`src/inc/meas_ctrl_regs.vh`:
```
`ifndef MEAS_CTRL_REGS_VH
`define MEAS_CTRL_REGS_VH

// Register offsets (word addresses on the host register port)
`define CELL_MEAS_ENABLE_UPPER_ADDR   16'h1409
`define GENERAL_MEAS_CONTROL_ADDR     16'h1800

// Upper cell-enable fields
`define CELL16_BOTH_CHAIN_ENABLE_BIT  0
`define CELL17_BOTH_CHAIN_ENABLE_BIT  1
`define CELL_MEAS_ENABLE_UPPER_RESET  16'h0000

// General measurement control fields
`define ACQUISITION_ENABLE_BIT        0
`define CYCLIC_AUTO_PAUSE_ENABLE_BIT  1
`define BALANCE_PAUSE_LENGTH_LSB      2
`define BALANCE_PAUSE_LENGTH_MSB      15
`define GENERAL_MEAS_CONTROL_RESET    16'h0000

// Timing: one pause step in ns, clock period in ns
`define PAUSE_ONE_STEP_NS             10000
`define SYS_CLK_PERIOD_NS             5
`define PAUSE_ONE_STEP_CYCLES         (`PAUSE_ONE_STEP_NS / `SYS_CLK_PERIOD_NS)

`endif

```
`src/logic/meas_enable_bal_pause_ctrl.v`:
```
`timescale 1ns/1ps
`default_nettype none
`include "meas_ctrl_regs.vh"

////////////////////////////////////////////////////////////////////////////////
// Operation
// - A one written to bit 1 of the upper enable register enables cell 17 in both chains.
// - A one written to bit 0 of the upper enable register enables cell 16 in both chains.
// - Bits 15 to 2 of the upper enable register are reserved, hold zero and ignore writes.
// - The 14-bit pause length in bits 15 to 2 sets the balancing pause in 10 us steps.
// - A pause length of zero gives no pause and all ones gives 163830 us.
// - A new pause length does not change a pause already running.
// - With auto pause enabled, Cyclic entry waits for the pause counter before measuring.
// - Clearing the acquisition enable clears and invalidates all results and ready flags.
// - Sleep entry clears the acquisition enable.
// - Cyclic measurements run whatever the acquisition enable says.
// - Setting the acquisition enable does not by itself stop balancing.
// - The acquisition enable runs acquisition when one and resets to zero.
module meas_enable_bal_pause_ctrl #(
    parameter PAUSE_W = 14
) (
    // Clock and reset
    input  wire        sys_clk,
    input  wire        rst,
    // Host register port
    input  wire        reg_wr,
    input  wire        reg_rd,
    input  wire [15:0] reg_addr,
    input  wire [15:0] reg_wdata,
    output reg  [15:0] reg_rdata_ff,
    // Mode events
    input  wire        sleep_entry,
    input  wire        cyclic_entry,
    // Measurement engine
    output reg         cell16_primary_enable_ff,
    output reg         cell16_secondary_enable_ff,
    output reg         cell17_primary_enable_ff,
    output reg         cell17_secondary_enable_ff,
    output reg         acquisition_run_ff,
    output reg         result_clear_ff,
    output reg         cyclic_meas_start_ff,
    output reg         balance_pause_ff
);

    localparam ST_IDLE  = 2'b00;
    localparam ST_PAUSE = 2'b01;
    localparam ST_START = 2'b10;
    localparam TICK_W   = 11;
    // Reset images of the two registers
    localparam [15:0] UPPER_RST   = `CELL_MEAS_ENABLE_UPPER_RESET;
    localparam [15:0] GENERAL_RST = `GENERAL_MEAS_CONTROL_RESET;

    reg  [PAUSE_W-1:0] balance_pause_length_ff;
    reg                cyclic_auto_pause_enable_ff;
    reg                acquisition_enable_ff;
    reg  [PAUSE_W-1:0] pause_count_ff;
    reg  [1:0]         state_ff;
    reg  [1:0]         nxt_state;
    reg  [PAUSE_W-1:0] nxt_pause_count;
    reg                nxt_acq_en;
    wire               wr_upper;
    wire               wr_general;
    wire               step_tick;
    wire [15:0]        general_rd;
    wire               clear_on_write;
    wire               clear_on_sleep;
    wire               pause_last;

    assign wr_upper   = reg_wr && (reg_addr == `CELL_MEAS_ENABLE_UPPER_ADDR);
    assign wr_general = reg_wr && (reg_addr == `GENERAL_MEAS_CONTROL_ADDR);
    assign general_rd = {balance_pause_length_ff,
                         cyclic_auto_pause_enable_ff,
                         acquisition_enable_ff};
    // Sleep only pulses the clear when it really drops the enable
    assign clear_on_write = wr_general && !reg_wdata[`ACQUISITION_ENABLE_BIT];
    assign clear_on_sleep = sleep_entry && acquisition_enable_ff;
    assign pause_last     = (pause_count_ff == {{(PAUSE_W-1){1'b0}}, 1'b1});

    ////////////////////////////////////////////////////////////////////////////
    // 10 us step tick, restarted with each pause so the first step is whole

    pause_step_counter #(
        .CYCLES (`PAUSE_ONE_STEP_CYCLES),
        .WIDTH  (TICK_W)
    ) u_step (
        .sys_clk (sys_clk),
        .rst     (rst),
        .restart (state_ff != ST_PAUSE),
        .tick_ff (step_tick)
    );

    ////////////////////////////////////////////////////////////////////////////
    // Upper cell-enable register; write only, bits 15:2 are not stored

    always @(posedge sys_clk or posedge rst) begin
        if (rst) begin
            cell16_primary_enable_ff   <=
                UPPER_RST[`CELL16_BOTH_CHAIN_ENABLE_BIT];
            cell16_secondary_enable_ff <=
                UPPER_RST[`CELL16_BOTH_CHAIN_ENABLE_BIT];
            cell17_primary_enable_ff   <=
                UPPER_RST[`CELL17_BOTH_CHAIN_ENABLE_BIT];
            cell17_secondary_enable_ff <=
                UPPER_RST[`CELL17_BOTH_CHAIN_ENABLE_BIT];
        end else if (wr_upper) begin
            cell17_primary_enable_ff   <=
                reg_wdata[`CELL17_BOTH_CHAIN_ENABLE_BIT];
            cell17_secondary_enable_ff <=
                reg_wdata[`CELL17_BOTH_CHAIN_ENABLE_BIT];
            cell16_primary_enable_ff   <=
                reg_wdata[`CELL16_BOTH_CHAIN_ENABLE_BIT];
            cell16_secondary_enable_ff <=
                reg_wdata[`CELL16_BOTH_CHAIN_ENABLE_BIT];
        end
    end

    ////////////////////////////////////////////////////////////////////////////
    // General measurement control register

    always @* begin
        nxt_acq_en = acquisition_enable_ff;
        if (wr_general)
            nxt_acq_en = reg_wdata[`ACQUISITION_ENABLE_BIT];
        if (sleep_entry)
            nxt_acq_en = 1'b0;
    end

    always @(posedge sys_clk or posedge rst) begin
        if (rst) begin
            balance_pause_length_ff     <= GENERAL_RST[
                `BALANCE_PAUSE_LENGTH_MSB:`BALANCE_PAUSE_LENGTH_LSB];
            cyclic_auto_pause_enable_ff <=
                GENERAL_RST[`CYCLIC_AUTO_PAUSE_ENABLE_BIT];
            acquisition_enable_ff       <=
                GENERAL_RST[`ACQUISITION_ENABLE_BIT];
            acquisition_run_ff          <= 1'b0;
            result_clear_ff             <= 1'b0;
        end else begin
            if (wr_general) begin
                balance_pause_length_ff     <= reg_wdata[
                    `BALANCE_PAUSE_LENGTH_MSB:`BALANCE_PAUSE_LENGTH_LSB];
                cyclic_auto_pause_enable_ff <=
                    reg_wdata[`CYCLIC_AUTO_PAUSE_ENABLE_BIT];
            end
            acquisition_enable_ff <= nxt_acq_en;
            acquisition_run_ff    <= nxt_acq_en;
            // One-cycle clear pulse on any write of zero or sleep clear
            result_clear_ff <= clear_on_write || clear_on_sleep;
        end
    end

    ////////////////////////////////////////////////////////////////////////////
    // Cyclic entry sequencing with auto balancing pause

    always @* begin
        nxt_state       = state_ff;
        nxt_pause_count = pause_count_ff;
        case (state_ff)
            ST_IDLE: begin
                // Cyclic start does not look at the acquisition enable
                if (cyclic_entry) begin
                    if (cyclic_auto_pause_enable_ff &&
                        (balance_pause_length_ff != {PAUSE_W{1'b0}})) begin
                        nxt_pause_count = balance_pause_length_ff;
                        nxt_state       = ST_PAUSE;
                    end else begin
                        nxt_state = ST_START;
                    end
                end
            end
            ST_PAUSE: begin
                // Counter only reloads on entry, so field edits wait
                if (step_tick) begin
                    nxt_pause_count = pause_count_ff -
                                      {{(PAUSE_W-1){1'b0}}, 1'b1};
                    if (pause_last)
                        nxt_state = ST_START;
                end
            end
            ST_START: begin
                nxt_state = ST_IDLE;
            end
            default: begin
                nxt_state = ST_IDLE;
            end
        endcase
    end

    always @(posedge sys_clk or posedge rst) begin
        if (rst) begin
            state_ff             <= ST_IDLE;
            pause_count_ff       <= {PAUSE_W{1'b0}};
            cyclic_meas_start_ff <= 1'b0;
            balance_pause_ff     <= 1'b0;
        end else begin
            state_ff             <= nxt_state;
            pause_count_ff       <= nxt_pause_count;
            cyclic_meas_start_ff <= (nxt_state == ST_START);
            // Only the auto pause halts balancing here, never acquisition
            balance_pause_ff     <= (nxt_state == ST_PAUSE);
        end
    end

    ////////////////////////////////////////////////////////////////////////////
    // Read port; the upper enable register is write only and reads zero

    always @(posedge sys_clk or posedge rst) begin
        if (rst) begin
            reg_rdata_ff <= 16'h0000;
        end else if (reg_rd) begin
            case (reg_addr)
                `GENERAL_MEAS_CONTROL_ADDR: begin
                    reg_rdata_ff <= general_rd;
                end
                `CELL_MEAS_ENABLE_UPPER_ADDR: begin
                    // Write-only register, reserved bits never stored
                    reg_rdata_ff <= 16'h0000;
                end
                default: begin
                    reg_rdata_ff <= 16'h0000;
                end
            endcase
        end
    end

endmodule

`default_nettype wire

```
`src/logic/pause_step_counter.v`:
```
`timescale 1ns/1ps
`default_nettype none

module pause_step_counter #(
    parameter CYCLES = 2000,
    parameter WIDTH  = 11
) (
    // Clock and reset
    input  wire             sys_clk,
    input  wire             rst,
    // Control
    input  wire             restart,
    // Tick
    output reg              tick_ff
);

    reg  [WIDTH-1:0] count_ff;
    wire             wrap;

    assign wrap = (count_ff == CYCLES[WIDTH-1:0] - {{(WIDTH-1){1'b0}}, 1'b1});

    always @(posedge sys_clk or posedge rst) begin
        if (rst) begin
            count_ff <= {WIDTH{1'b0}};
            tick_ff  <= 1'b0;
        end else if (restart) begin
            count_ff <= {WIDTH{1'b0}};
            tick_ff  <= 1'b0;
        end else begin
            count_ff <= wrap ? {WIDTH{1'b0}}
                             : count_ff + {{(WIDTH-1){1'b0}}, 1'b1};
            tick_ff  <= wrap;
        end
    end

endmodule

`default_nettype wire
```
`config.mk`:
```
export PLATFORM = sky130hd
export DESIGN_NAME = meas_enable_bal_pause_ctrl
export DESIGN_NICKNAME = d
export VERILOG_FILES = /design/src/logic/meas_enable_bal_pause_ctrl.v /design/src/logic/pause_step_counter.v
export VERILOG_INCLUDE_DIRS = /design/src /design/src/inc
export SDC_FILE = /design/constraint.sdc
export NUM_CORES = 1
export LEC_CHECK = 0
export BUFFER_PORTS_ARGS = -buffer_cell sky130_fd_sc_hd__buf_2
export CAP_MARGIN = 20
export CORE_UTILIZATION = 49
export CTS_CLUSTER_DIAMETER = 120
export DETAILED_ROUTE_END_ITERATION = 12
export GPL_TIMING_DRIVEN = 1
export PLACE_DENSITY = 0.75
export SYNTH_ARGS = -nofsm -noshare
export SYNTH_HDL_FRONTEND = slang
export SYNTH_SLANG_ARGS = --single-unit
```
`constraint.sdc`:
```
create_clock -name sys_clk -period 1.75 [get_ports sys_clk]
set_input_delay 0.0875 -clock sys_clk [delete_from_list [all_inputs] [get_ports sys_clk]]
set_output_delay 0.0875 -clock sys_clk [all_outputs]
set_load 0.01 [all_outputs]
```
==> tab_implementation.tex, run 1 <==
\begin{tabular}{lr}
\hline
Metric & Value \\
\hline
\multicolumn{2}{l}{\textbf{Min path}} \\
\quad Hold crit path type & input pin to flip-flop \\
\quad Hold path startpoint & reg\_wr \\
\quad Worst hold path cell count & 3 \\
\quad Destination of the worst hold path & result\_clear\_ff \\
\multicolumn{2}{l}{\textbf{Global route}} \\
\quad Gr ovfl total & 0 \\
\quad Largest net degree at the start of global routing & 66 \\
\quad Wire length of the first global-routing pass & 12,080 um \\
\quad Number of antenna violations at the first check in global routing & 0 \\
\quad All-layer global routing usage & 25.05\% \\
\quad Vias in the first global route & 2,600 \\
\multicolumn{2}{l}{\textbf{Run status}} \\
\quad Result of the run & finished with violations \\
\quad Violations in the final reports & setup timing \\
\multicolumn{2}{l}{\textbf{Pwr}} \\
\quad Max rail drop VDD & 800.1 uV \\
\quad PnR Total Power & 0.002943 W \\
\quad Static leakage & 2.046 nW \\
\quad Power per standard cell area & 683.6 mW/mm2 \\
\multicolumn{2}{l}{\textbf{Cells and area}} \\
\quad Final std cell area, no fill & 0.004305 mm2 \\
\quad Sequential cell area & 0.001627 mm2 \\
\quad Share of final-layout standard cells stronger than drive strength 1 & 36.70\% \\
\quad Most common cell after layout, fill and taps aside & sky130\_fd\_sc\_hd\_\_dfrtp\_1 \\
\quad Diode count & 0 \\
\quad Multi-input combinational cell area & 0.001394 mm2 \\
\quad Nets@finish & 472 \\
\quad Top library cells by usage in the layout, fill and taps aside & sky130\_fd\_sc\_hd\_\_dfrtp\_1 (65), sky130\_fd\_sc\_hd\_\_buf\_2 (61), sky130\_fd\_sc\_hd\_\_buf\_4 (37), sky130\_fd\_sc\_hd\_\_nand2\_1 (35), sky130\_fd\_sc\_hd\_\_nor2\_1 (28) \\
\quad Area Growth Syn to Fin & 40.45\% \\
\quad Layout fillers & 403 \\
\multicolumn{2}{l}{\textbf{Drt}} \\
\quad Antenna-violating nets left & 0 \\
\quad DR DRC count & 0 \\
\quad DR vias & 2,752 \\
\quad Total wirelength of the detailed-routed design & 7753 um \\
\quad Detailed Routing Iterations Pass 1 & 4 \\
\quad Routed wire length per instance & 15.17 um \\
\quad Post-DR vias/cell & 5.386 \\
\quad Number of DRC violations after detailed-routing iteration 0 & 126 \\
\multicolumn{2}{l}{\textbf{Floorplan}} \\
\quad Initial core utilization & 51.17\% \\
\quad Die width & 81.10 um \\
\quad Area of the die & 0.006576 mm2 \\
\quad Site Rows & 28 \\
\quad Overall die height & 81.10 um \\
\quad Placeable core region & 0.005991 mm2 \\
\quad Ports & 62 \\
\multicolumn{2}{l}{\textbf{Worst setup path}} \\
\quad CP Launch Type & flip-flop \\
\quad Worst setup startpoint & balance\_pause\_length\_ff[0] \\
\quad Data required, critical path & 2.01 ns \\
\quad Slowest Stage Delay on Critical Path & 0.39 ns \\
\quad Chain of cells forming the critical path & nor4\_2 > buf\_4 > nand4\_1 > buf\_4 > o21ai\_4 > buf\_12 > o21ai\_0 > o21ai\_0 \\
\quad Type of the setup path with the least slack & flip-flop to flip-flop \\
\quad Arrival time of data at the critical path endpoint & 2.03 ns \\
\quad Worst reg2reg path startpoint & balance\_pause\_length\_ff[0] \\
\quad FF-to-FF path depth & 8 \\
\quad Register-to-register path setup slack & -0.02 ns \\
\quad Reg2Reg Capture Point & pause\_count\_ff[5] \\
\quad Crit-path max FO & 18 \\
\quad Max stage delay cell, worst path & sky130\_fd\_sc\_hd\_\_dfrtp\_1 \\
\quad Nature of the critical path endpoint & flip-flop \\
\multicolumn{2}{l}{\textbf{CTS}} \\
\quad Clock tree from TritonCTS & built \\
\quad CTS Root Buffer Type & sky130\_fd\_sc\_hd\_\_clkbuf\_8 \\
\quad \# clock sinks & 65 \\
\quad Worst-Skew Late Latency & 0.35 ns \\
\quad Number of CTS-inserted buffers & 9 \\
\quad Number of H-tree levels & 3 \\
\quad Clk slew on worst S/H paths & 0.07 ns \\
\quad Largest buffer count on any clock path & 2 \\
\multicolumn{2}{l}{\textbf{Synthesis}} \\
\quad Number of flops mapped to enable cells by yosys & 0 \\
\quad Synth warn & 0 \\
\quad Seq cells post-synth & 65 \\
\quad Net count after synthesis & 349 \\
\quad Most used flip-flop cell after synthesis & sky130\_fd\_sc\_hd\_\_dfrtp\_1 \\
\quad Synthesized area divided by synthesized cell count & 9.953 um2 \\
\quad Distinct cells, synth & 48 \\
\quad Number of instances in the synthesized netlist & 308 \\
\quad Fraction of registers with async set or reset after synthesis & 100.0\% \\
\quad Sequential share of the synthesized area & 53.06\% \\
\quad Cell area after technology mapping & 0.003065 mm2 \\
\multicolumn{2}{l}{\textbf{Place}} \\
\quad HPWL reported at the end of detailed placement & 5062 um \\
\quad Worst slack at placement & -0.02477 ns \\
\quad Gp weighted congestion & 0.8151 \\
\quad Placed standard-cell area & 0.003796 mm2 \\
\quad IO Port Bufs & 61 \\
\multicolumn{2}{l}{\textbf{STA}} \\
\quad Time the worst path needs with I/O delays and setup & 1.767 ns \\
\quad Unrepaired setup endpoints after global routing & true \\
\quad Final number of max-transition violations & 0 \\
\quad Final hold viol count & 0 \\
\quad Final worst-path cycle share & 101.0\% \\
\quad Maximum clock skew at final layout & 0.009473 ns \\
\quad Worst slack on hold paths & 0.1256 ns \\
\quad Fmax & 0.5660 GHz \\
\quad Least setup slack across all paths after layout & -0.01694 ns \\
\quad Worst rel slew slack & 74.51\% \\
\quad Final setup violation count & 3 \\
\quad Worst Tran Pin Value & 0.3789 ns \\
\multicolumn{2}{l}{\textbf{Job}} \\
\quad Number of max-cap violations & 0 \\
\hline
\end{tabular}
==> power breakdown <==
part | leakage [nW] | internal [W] | switching, W
combinational | 1.07 | 0.0000636 | 0.0000561
clock | 0.107 | 0.000774 | 0.000547
sequential | 0.873 | 0.00150 | 0.000000105
==> area by class of cell <==
class,instances,area share [%]
Sequential cell,65,37.78
Multi-Input combinational cell,212,32.37
Timing Repair Buffer,123,21.10
Clock buffer,14,4.010
Tap cell,75,2.180
Inverter,20,1.744
Clock inverter,2,0.8137
==> critical path: cells and delay by family, from the launching register on <==
family / cells / cell delay, ns
AND/OR/NAND/NOR: 2 / 0.42
buffers and inverters: 3 / 0.52
flip-flops: 1 / 0.39
AO/OA/AOI/OAI: 3 / 0.35
==> registers in the layout (all words and copies together) (netlist names) <==
signal                       flops
balance_pause_ff                 1
u_step.count_ff                 11
cyclic_meas_start_ff             1
reg_rdata_ff                    16
cell17_secondary_enable_ff       1
cell16_secondary_enable_ff       1
u_step.tick_ff                   1
result_clear_ff                  1
pause_count_ff                  14
balance_pause_length_ff         14
acquisition_enable_ff            1
state_ff                         2
cyclic_auto_pause_enable_ff      1
==> Yosys cell counts (4+ instances only) <==
cell type	number	area, um2
sky130_fd_sc_hd__xnor2_1	5	43.79
sky130_fd_sc_hd__nand2_1	36	135.1
sky130_fd_sc_hd__nand2b_1	4	25.02
sky130_fd_sc_hd__nor3_1	8	40.04
sky130_fd_sc_hd__nand3_1	8	40.04
sky130_fd_sc_hd__o21ai_0	30	150.1
sky130_fd_sc_hd__nor4_1	9	56.30
sky130_fd_sc_hd__clkbuf_1	4	15.01
sky130_fd_sc_hd__inv_1	20	75.07
sky130_fd_sc_hd__mux2_2	16	180.2
sky130_fd_sc_hd__a22oi_1	6	45.04
sky130_fd_sc_hd__nor2_1	28	105.1
sky130_fd_sc_hd__a21oi_1	16	80.08
sky130_fd_sc_hd__dfrtp_1	65	1627
==> through the flow <==
| step | utilization, % | TNS [ns] | instances |
|---|---|---|---|
| floorplan | - | -0.06707 | 308 |
| global placement | 63.37 | 0 | 474 |
| detailed placement | 63.37 | -0.1064 | 474 |
| CTS | 70.24 | -0.01195 | 509 |
| global route | 71.87 | -0.7652 | 511 |
| finish | 71.87 | -0.03199 | 511 |
==> per-layer routing <==
metal | vias to the layer above | wire (um) | track usage, %
met5 | - | 0 | 0
met1 | 1339 | 3345 | 31.62
met2 | 65 | 3933 | 40.67
met3 | 16 | 266 | 6.404
met4 | 0 | 208 | 10.89
li1 | 1332 | - | -
==> kinds of logic after synthesis <==
group / share of synthesized area [%]
AOI/OAI and AO/OA: 14.00
DFF: 53.06
xor gates and xnor gates: 2.000
buffers and inverters: 4.530
and+or+nand+nor: 18.61
adders and majority gates: 1.225
muxes: 6.571
==> worst max path at each step <==
| stage | cells after the start | slack [ns] | to |
|---|---|---|---|
| finish | 8 | -0.02 | pause_count_ff[5] |
| global route | 8 | -0.09 | pause_count_ff[5] |
| CTS | 7 | -0.01 | pause_count_ff[12] |
| detailed placement | 7 | -0.02 | pause_count_ff[12] |
| global placement | 7 | 0.02 | pause_count_ff[12] |
| floorplan | 7 | -0.05 | pause_count_ff[12] |
==> repair_timing <==
action | in CTS | in global routing
pin swaps | 1 | 7
cloned | 0 | 1
setup buffers | 1 | 1
endpoints found under the hold margin | 84 | 0
resized for setup | 3 | 19
hold buffers | 18 | 0
endpoints found under the setup margin | 11 | 22
Note: power is estimated with default switching activity, not from simulation.
==> run 2: changes to the inputs <==
SETUP_SLACK_MARGIN = 0.4   (was not set)
==> tab_implementation.tex, run 2 (synthesized netlist as in run 1, its figures left out) <==
\begin{tabular}{lr}
\hline
Metric & Value \\
\hline
\multicolumn{2}{l}{\textbf{Min path}} \\
\quad Worst hold path cell count & 2 \\
\quad Hold crit path type & input pin to flip-flop \\
\multicolumn{2}{l}{\textbf{Cells and area}} \\
\quad Share of final-layout standard cells stronger than drive strength 1 & 41.94\% \\
\quad Top library cells by usage in the layout, fill and taps aside & sky130\_fd\_sc\_hd\_\_dfrtp\_1 (65), sky130\_fd\_sc\_hd\_\_buf\_2 (61), sky130\_fd\_sc\_hd\_\_nand2\_1 (33), sky130\_fd\_sc\_hd\_\_buf\_4 (31), sky130\_fd\_sc\_hd\_\_nor2\_1 (24) \\
\quad Final std cell area, no fill & 0.004379 mm2 \\
\quad Final core utilization & 73.10\% \\
\quad Largest register by flop count & reg\_rdata\_ff \\
\quad Nets@finish & 470 \\
\quad Largest register FFs & 16 \\
\quad Area Growth Syn to Fin & 42.86\% \\
\quad Most common cell after layout, fill and taps aside & sky130\_fd\_sc\_hd\_\_dfrtp\_1 \\
\quad Top flop regs & reg\_rdata\_ff (16), balance\_pause\_length\_ff (14), pause\_count\_ff (14) \\
\quad Diode count & 0 \\
\quad Count of non-filler cells in the finished layout & 509 \\
\multicolumn{2}{l}{\textbf{Worst setup path}} \\
\quad Crit-path max FO & 3 \\
\quad Type of the setup path with the least slack & flip-flop to flip-flop \\
\quad Register-to-register path setup slack & -0.05 ns \\
\quad CP Launch Type & flip-flop \\
\quad FF-to-FF path depth & 7 \\
\quad Arrival time of data at the critical path endpoint & 2.03 ns \\
\quad Data required, critical path & 1.98 ns \\
\quad Nature of the critical path endpoint & flip-flop \\
\multicolumn{2}{l}{\textbf{Drt}} \\
\quad Number of DRC violations after detailed-routing iteration 0 & 127 \\
\quad Total wirelength of the detailed-routed design & 7977 um \\
\quad DR vias & 2,794 \\
\quad Routed wire length per instance & 15.67 um \\
\quad Detailed Routing Iterations Pass 1 & 4 \\
\quad Antenna-violating nets left & 0 \\
\quad DR DRC count & 0 \\
\quad Post-DR vias/cell & 5.489 \\
\multicolumn{2}{l}{\textbf{Global route}} \\
\quad Wire length of the first global-routing pass & 12,640 um \\
\quad Gr ovfl total & 0 \\
\quad Vias in the first global route & 2,775 \\
\quad All-layer global routing usage & 25.91\% \\
\quad Number of antenna violations at the first check in global routing & 0 \\
\quad Largest net degree at the start of global routing & 66 \\
\multicolumn{2}{l}{\textbf{STA}} \\
\quad Worst Tran Pin Value & 0.4341 ns \\
\quad Fmax & 0.5550 GHz \\
\quad Final hold viol count & 0 \\
\quad Time the worst path needs with I/O delays and setup & 1.802 ns \\
\quad Final number of max-transition violations & 0 \\
\quad Maximum clock skew at final layout & 0.009699 ns \\
\quad Unrepaired setup endpoints after global routing & true \\
\quad Final worst-path cycle share & 103.0\% \\
\quad Worst rel slew slack & 70.79\% \\
\quad Least setup slack across all paths after layout & -0.05191 ns \\
\quad Final setup violation count & 5 \\
\multicolumn{2}{l}{\textbf{Floorplan}} \\
\quad Site Rows & 28 \\
\quad Area of the die & 0.006576 mm2 \\
\quad Initial core utilization & 51.17\% \\
\quad Placeable core region & 0.005991 mm2 \\
\quad Overall die height & 81.10 um \\
\quad Ports & 62 \\
\quad Die width & 81.10 um \\
\multicolumn{2}{l}{\textbf{Place}} \\
\quad Instance count after placement with tap cells included & 466 \\
\quad Gp weighted congestion & 0.7951 \\
\quad Placed standard-cell area & 0.003794 mm2 \\
\quad HPWL reported at the end of detailed placement & 5123 um \\
\quad IO Port Bufs & 61 \\
\multicolumn{2}{l}{\textbf{Run status}} \\
\quad Violations in the final reports & setup timing \\
\quad Result of the run & finished with violations \\
\multicolumn{2}{l}{\textbf{CTS}} \\
\quad Worst-Skew Late Latency & 0.35 ns \\
\quad Clock tree from TritonCTS & built \\
\quad Number of H-tree levels & 3 \\
\quad Number of CTS-inserted buffers & 9 \\
\quad CTS Root Buffer Type & sky130\_fd\_sc\_hd\_\_clkbuf\_8 \\
\quad \# clock sinks & 65 \\
\quad Clk slew on worst S/H paths & 0.07 ns \\
\quad Largest buffer count on any clock path & 2 \\
\multicolumn{2}{l}{\textbf{Pwr}} \\
\quad Static leakage & 2.009 nW \\
\quad Max rail drop VDD & 603.3 uV \\
\quad Power per standard cell area & 634.5 mW/mm2 \\
\multicolumn{2}{l}{\textbf{Job}} \\
\quad Number of max-cap violations & 0 \\
\hline
\end{tabular}
run 2: cell count changes in the layout (fill, tap and decap cells not counted), sizes merged:
cell,change
clkinvlp,+2
clkinv,+3
inv,-1
clkbuf,-4
dlygate4sd3,-1
bufinv,-1
run 2: worst paths after layout:
check,startpoint,endpoint
hold / removal,reg_wdata[1],cell17_secondary_enable_ff
min in group asynchronous,rst,reg_rdata_ff[4]
max in group asynchronous,rst,balance_pause_ff
hold reg to reg,pause_count_ff[10],pause_count_ff[10]
setup / recovery,pause_count_ff[1],pause_count_ff[12]
setup reg to reg,pause_count_ff[1],pause_count_ff[12]
run 2: layer usage:
layer / vias up / GRT usage, % / share of wire, %
li1: 1330 / - / -
met3: 21 / 4.831 / 4.6
met5: - / 0 / 0
met2: 76 / 43.03 / 50
met1: 1367 / 32.31 / 43
met4: 0 / 12.86 / 2.2
run 2: repair_timing:
| action | in CTS | in global routing |
|---|---|---|
| hold buffers | 17 | 0 |
| resized for setup | 32 | 16 |
| buffers inserted | 6 | 2 |
| cloned | 2 | 0 |
| setup endpoints to repair | 28 | 29 |
| pin swaps | 11 | 8 |
| hold endpoints to repair | 81 | 0 |
run 2: cell type report:
cell class | count | area (um2)
timing repair buffer | 121 | 878.3
sequential | 65 | 1627
inverter | 20 | 78.83
multi-input combinational | 212 | 1529
clock inverter | 5 | 31.28
tap | 75 | 93.84
clock buffer | 11 | 141.4
fill | 417 | 1612
run 2: report_power, final:
| part | internal (W) | switching, W | total [W] |
|---|---|---|---|
| clock | 0.000548 | 0.000600 | 0.00115 |
| sequential | 0.00150 | 0.000000118 | 0.00150 |
| combinational | 0.0000656 | 0.0000640 | 0.000130 |
run 2: critical path: stages (launching register included):
cell and delay (ns):
sky130_fd_sc_hd__dfrtp_1 0.40, sky130_fd_sc_hd__inv_2 0.08, sky130_fd_sc_hd__ha_4 0.13, sky130_fd_sc_hd__or4b_4 0.45, sky130_fd_sc_hd__nand2b_4 0.17, sky130_fd_sc_hd__nor3b_4 0.20
sky130_fd_sc_hd__a31oi_1 0.10, sky130_fd_sc_hd__o22a_1 0.16
run 2: stage by stage:
step / hold WS, ns / TNS [ns] / total power (W) / worst slack, ns
after floorplan: 0.1539 / -0.06681 / 0.001564 / -0.04760
after global placement: 0.2057 / 0 / 0.001629 / 0.01330
after detailed placement: 0.2098 / -0.06909 / 0.001632 / -0.03520
after CTS: 0.0001072 / -0.1706 / 0.002783 / -0.03981
after global routing: 0.01304 / -0.8272 / 0.002850 / -0.1213
final: 0.003981 / -0.1734 / 0.002779 / -0.05191
==> run 3: changes to the inputs <==
==> constraint.sdc (replaced) <==
create_clock -name sys_clk -period 1.75 [get_ports sys_clk]
set_input_delay 0.525 -clock sys_clk [delete_from_list [all_inputs] [get_ports sys_clk]]
set_output_delay 0.525 -clock sys_clk [all_outputs]
set_load 0.01 [all_outputs]
==> tab_implementation.tex, run 3 (synthesized netlist as in run 1, its figures left out) <==
\begin{tabular}{lr}
\hline
Metric & Value \\
\hline
\multicolumn{2}{l}{\textbf{CTS}} \\
\quad \# clock sinks & 65 \\
\quad Hold bufs inserted after CTS & 0 \\
\quad Number of H-tree levels & 3 \\
\quad Largest buffer count on any clock path & 2 \\
\quad CTS Root Buffer Type & sky130\_fd\_sc\_hd\_\_clkbuf\_8 \\
\quad Clk slew on worst S/H paths & 0.08 ns \\
\quad Number of CTS-inserted buffers & 9 \\
\quad Worst-Skew Late Latency & 0.36 ns \\
\quad Clock tree from TritonCTS & built \\
\multicolumn{2}{l}{\textbf{STA}} \\
\quad Worst Tran Pin Value & 0.4485 ns \\
\quad Unrepaired setup endpoints after global routing & true \\
\quad Final number of max-transition violations & 0 \\
\quad Time the worst path needs with I/O delays and setup & 1.951 ns \\
\quad Worst slack on hold paths & 0.1191 ns \\
\quad Final hold viol count & 0 \\
\quad Fmax & 0.5124 GHz \\
\quad Maximum clock skew at final layout & 0.01294 ns \\
\quad Least setup slack across all paths after layout & -0.2015 ns \\
\quad Final setup violation count & 14 \\
\quad Final worst-path cycle share & 111.5\% \\
\quad Worst rel slew slack & 69.82\% \\
\quad Post-Route Setup TNS & -1.686 ns \\
\multicolumn{2}{l}{\textbf{Cells and area}} \\
\quad Largest register FFs & 16 \\
\quad Share of final-layout standard cells stronger than drive strength 1 & 55.01\% \\
\quad Diode count & 0 \\
\quad Nets@finish & 485 \\
\quad Most common cell after layout, fill and taps aside & sky130\_fd\_sc\_hd\_\_dfrtp\_1 \\
\quad Layout fillers & 317 \\
\quad Largest register by flop count & reg\_rdata\_ff \\
\quad Top library cells by usage in the layout, fill and taps aside & sky130\_fd\_sc\_hd\_\_dfrtp\_1 (65), sky130\_fd\_sc\_hd\_\_buf\_4 (57), sky130\_fd\_sc\_hd\_\_buf\_2 (52), sky130\_fd\_sc\_hd\_\_nor2\_1 (23), sky130\_fd\_sc\_hd\_\_buf\_6 (18) \\
\quad Top flop regs & reg\_rdata\_ff (16), balance\_pause\_length\_ff (14), pause\_count\_ff (14) \\
\quad Area Growth Syn to Fin & 58.65\% \\
\multicolumn{2}{l}{\textbf{Worst setup path}} \\
\quad Register-to-register path setup slack & -0.20 ns \\
\quad Type of the setup path with the least slack & flip-flop to flip-flop \\
\quad Arrival time of data at the critical path endpoint & 2.18 ns \\
\quad Reg2Reg Capture Point & pause\_count\_ff[6] \\
\quad Worst reg2reg path startpoint & balance\_pause\_length\_ff[7] \\
\quad Data required, critical path & 1.98 ns \\
\quad Nature of the critical path endpoint & flip-flop \\
\quad FF-to-FF path depth & 6 \\
\quad Crit-path max FO & 9 \\
\quad CP Launch Type & flip-flop \\
\multicolumn{2}{l}{\textbf{Place}} \\
\quad Gp weighted congestion & 0.7779 \\
\quad HPWL reported at the end of detailed placement & 5122 um \\
\quad IO Port Bufs & 61 \\
\quad Worst slack at placement & -0.1667 ns \\
\multicolumn{2}{l}{\textbf{Global route}} \\
\quad Vias in the first global route & 2,888 \\
\quad Number of antenna violations at the first check in global routing & 0 \\
\quad Largest net degree at the start of global routing & 55 \\
\quad Wire length of the first global-routing pass & 13,800 um \\
\quad All-layer global routing usage & 28.93\% \\
\quad Gr ovfl total & 0 \\
\multicolumn{2}{l}{\textbf{Drt}} \\
\quad DR DRC count & 0 \\
\quad Antenna-violating nets left & 0 \\
\quad Total wirelength of the detailed-routed design & 10,500 um \\
\quad Detailed Routing Iterations Pass 1 & 7 \\
\quad Number of DRC violations after detailed-routing iteration 0 & 253 \\
\quad Post-DR vias/cell & 5.880 \\
\quad DR vias & 3,081 \\
\quad Routed wire length per instance & 20.04 um \\
\multicolumn{2}{l}{\textbf{Floorplan}} \\
\quad Overall die height & 81.10 um \\
\quad Die width & 81.10 um \\
\quad Initial core utilization & 51.17\% \\
\quad Placeable core region & 0.005991 mm2 \\
\quad Site Rows & 28 \\
\quad Ports & 62 \\
\quad Area of the die & 0.006576 mm2 \\
\multicolumn{2}{l}{\textbf{Pwr}} \\
\quad Max rail drop VDD & 561.3 uV \\
\quad Power per standard cell area & 607.3 mW/mm2 \\
\quad Static leakage & 2.458 nW \\
\multicolumn{2}{l}{\textbf{Job}} \\
\quad Number of max-cap violations & 0 \\
\multicolumn{2}{l}{\textbf{Run status}} \\
\quad Violations in the final reports & setup timing \\
\quad Result of the run & finished with violations \\
\multicolumn{2}{l}{\textbf{Min path}} \\
\quad Hold crit path type & input pin to async pin \\
\hline
\end{tabular}
-- run 3: cell count changes in the layout (fill, tap and decap cells not counted), sizes merged --
cell         previous run  this run
buf                   104       134
dlygate4sd3            17         0
bufinv                  0         1
clkbuf                 11        12
-- run 3: worst max-delay path, cell delays in order (launching register included) --
cell                      delay [ns]
sky130_fd_sc_hd__dfrtp_1        0.43
sky130_fd_sc_hd__nor4_1         0.45
sky130_fd_sc_hd__nand4_1        0.29
sky130_fd_sc_hd__o21a_2         0.32
sky130_fd_sc_hd__buf_12         0.15
sky130_fd_sc_hd__a21oi_4        0.13
sky130_fd_sc_hd__a21oi_2        0.05
-- run 3: metal layers --
| metal | vias up | GRT usage [%] | share of wire [%] | routed length [um] |
|---|---|---|---|---|
| met4 | 0 | 16.79 | 5.8 | 605 |
| li1 | 1357 | - | - | - |
| met2 | 182 | 47.65 | 51 | 5384 |
| met3 | 68 | 7.416 | 6.5 | 684 |
| met1 | 1474 | 34.14 | 36 | 3825 |
| met5 | - | 0 | 0 | 0 |
-- run 3: layout make-up --
| cell class | instances | area [um2] | share of cell area [%] |
|---|---|---|---|
| timing repair buffer | 136 | 1076 | 22.13 |
| sequential | 65 | 1627 | 33.44 |
| inverter | 20 | 78.83 | 1.621 |
| clock buffer | 10 | 137.6 | 2.830 |
| multi-input combinational | 212 | 1793 | 36.87 |
| tap | 75 | 93.84 | 1.930 |
| clock inverter | 6 | 57.56 | 1.183 |
-- run 3: how the worst max path moves through the flow --
stage                                          start                     endpoint  slack [ns]  cells past startpoint
after floorplan                    pause_count_ff[0]           pause_count_ff[12]       -0.05                      7
after global placement                   reg_addr[8]  balance_pause_length_ff[13]        -0.1                      6
after detailed placement                 reg_addr[8]  balance_pause_length_ff[12]       -0.17                      6
after CTS                          pause_count_ff[1]           pause_count_ff[12]       -0.05                      7
after global routing      balance_pause_length_ff[7]            pause_count_ff[8]       -0.23                      6
final                     balance_pause_length_ff[7]            pause_count_ff[6]       -0.20                      6
-- run 3: metrics by stage --
stage / power (W) / std cells / instance area [um2] / util, %
2_1_floorplan: 0.001565 / 308 / 3234 / -
3_3_place_gp: 0.001635 / 474 / 3940 / 65.77
3_5_place_dp: 0.001638 / 474 / 3940 / 65.77
4_1_cts: 0.002910 / 508 / 4506 / 75.21
5_1_grt: 0.003036 / 524 / 4863 / 81.18
6_report: 0.002953 / 524 / 4863 / 81.18
-- run 3: power by group --
| group | switching (W) | internal [W] |
|---|---|---|
| clock network | 0.000624 | 0.000687 |
| registers | 0.000000138 | 0.00150 |
| logic | 0.0000798 | 0.0000616 |
| total | 0.000704 | 0.00225 |
-- run 3: repair_timing --
action                     CTS  global route
cloned                       2             0
pin swaps                   25            25
setup endpoints to repair   86            88
buffers inserted            16            16
gates resized for setup     69            62
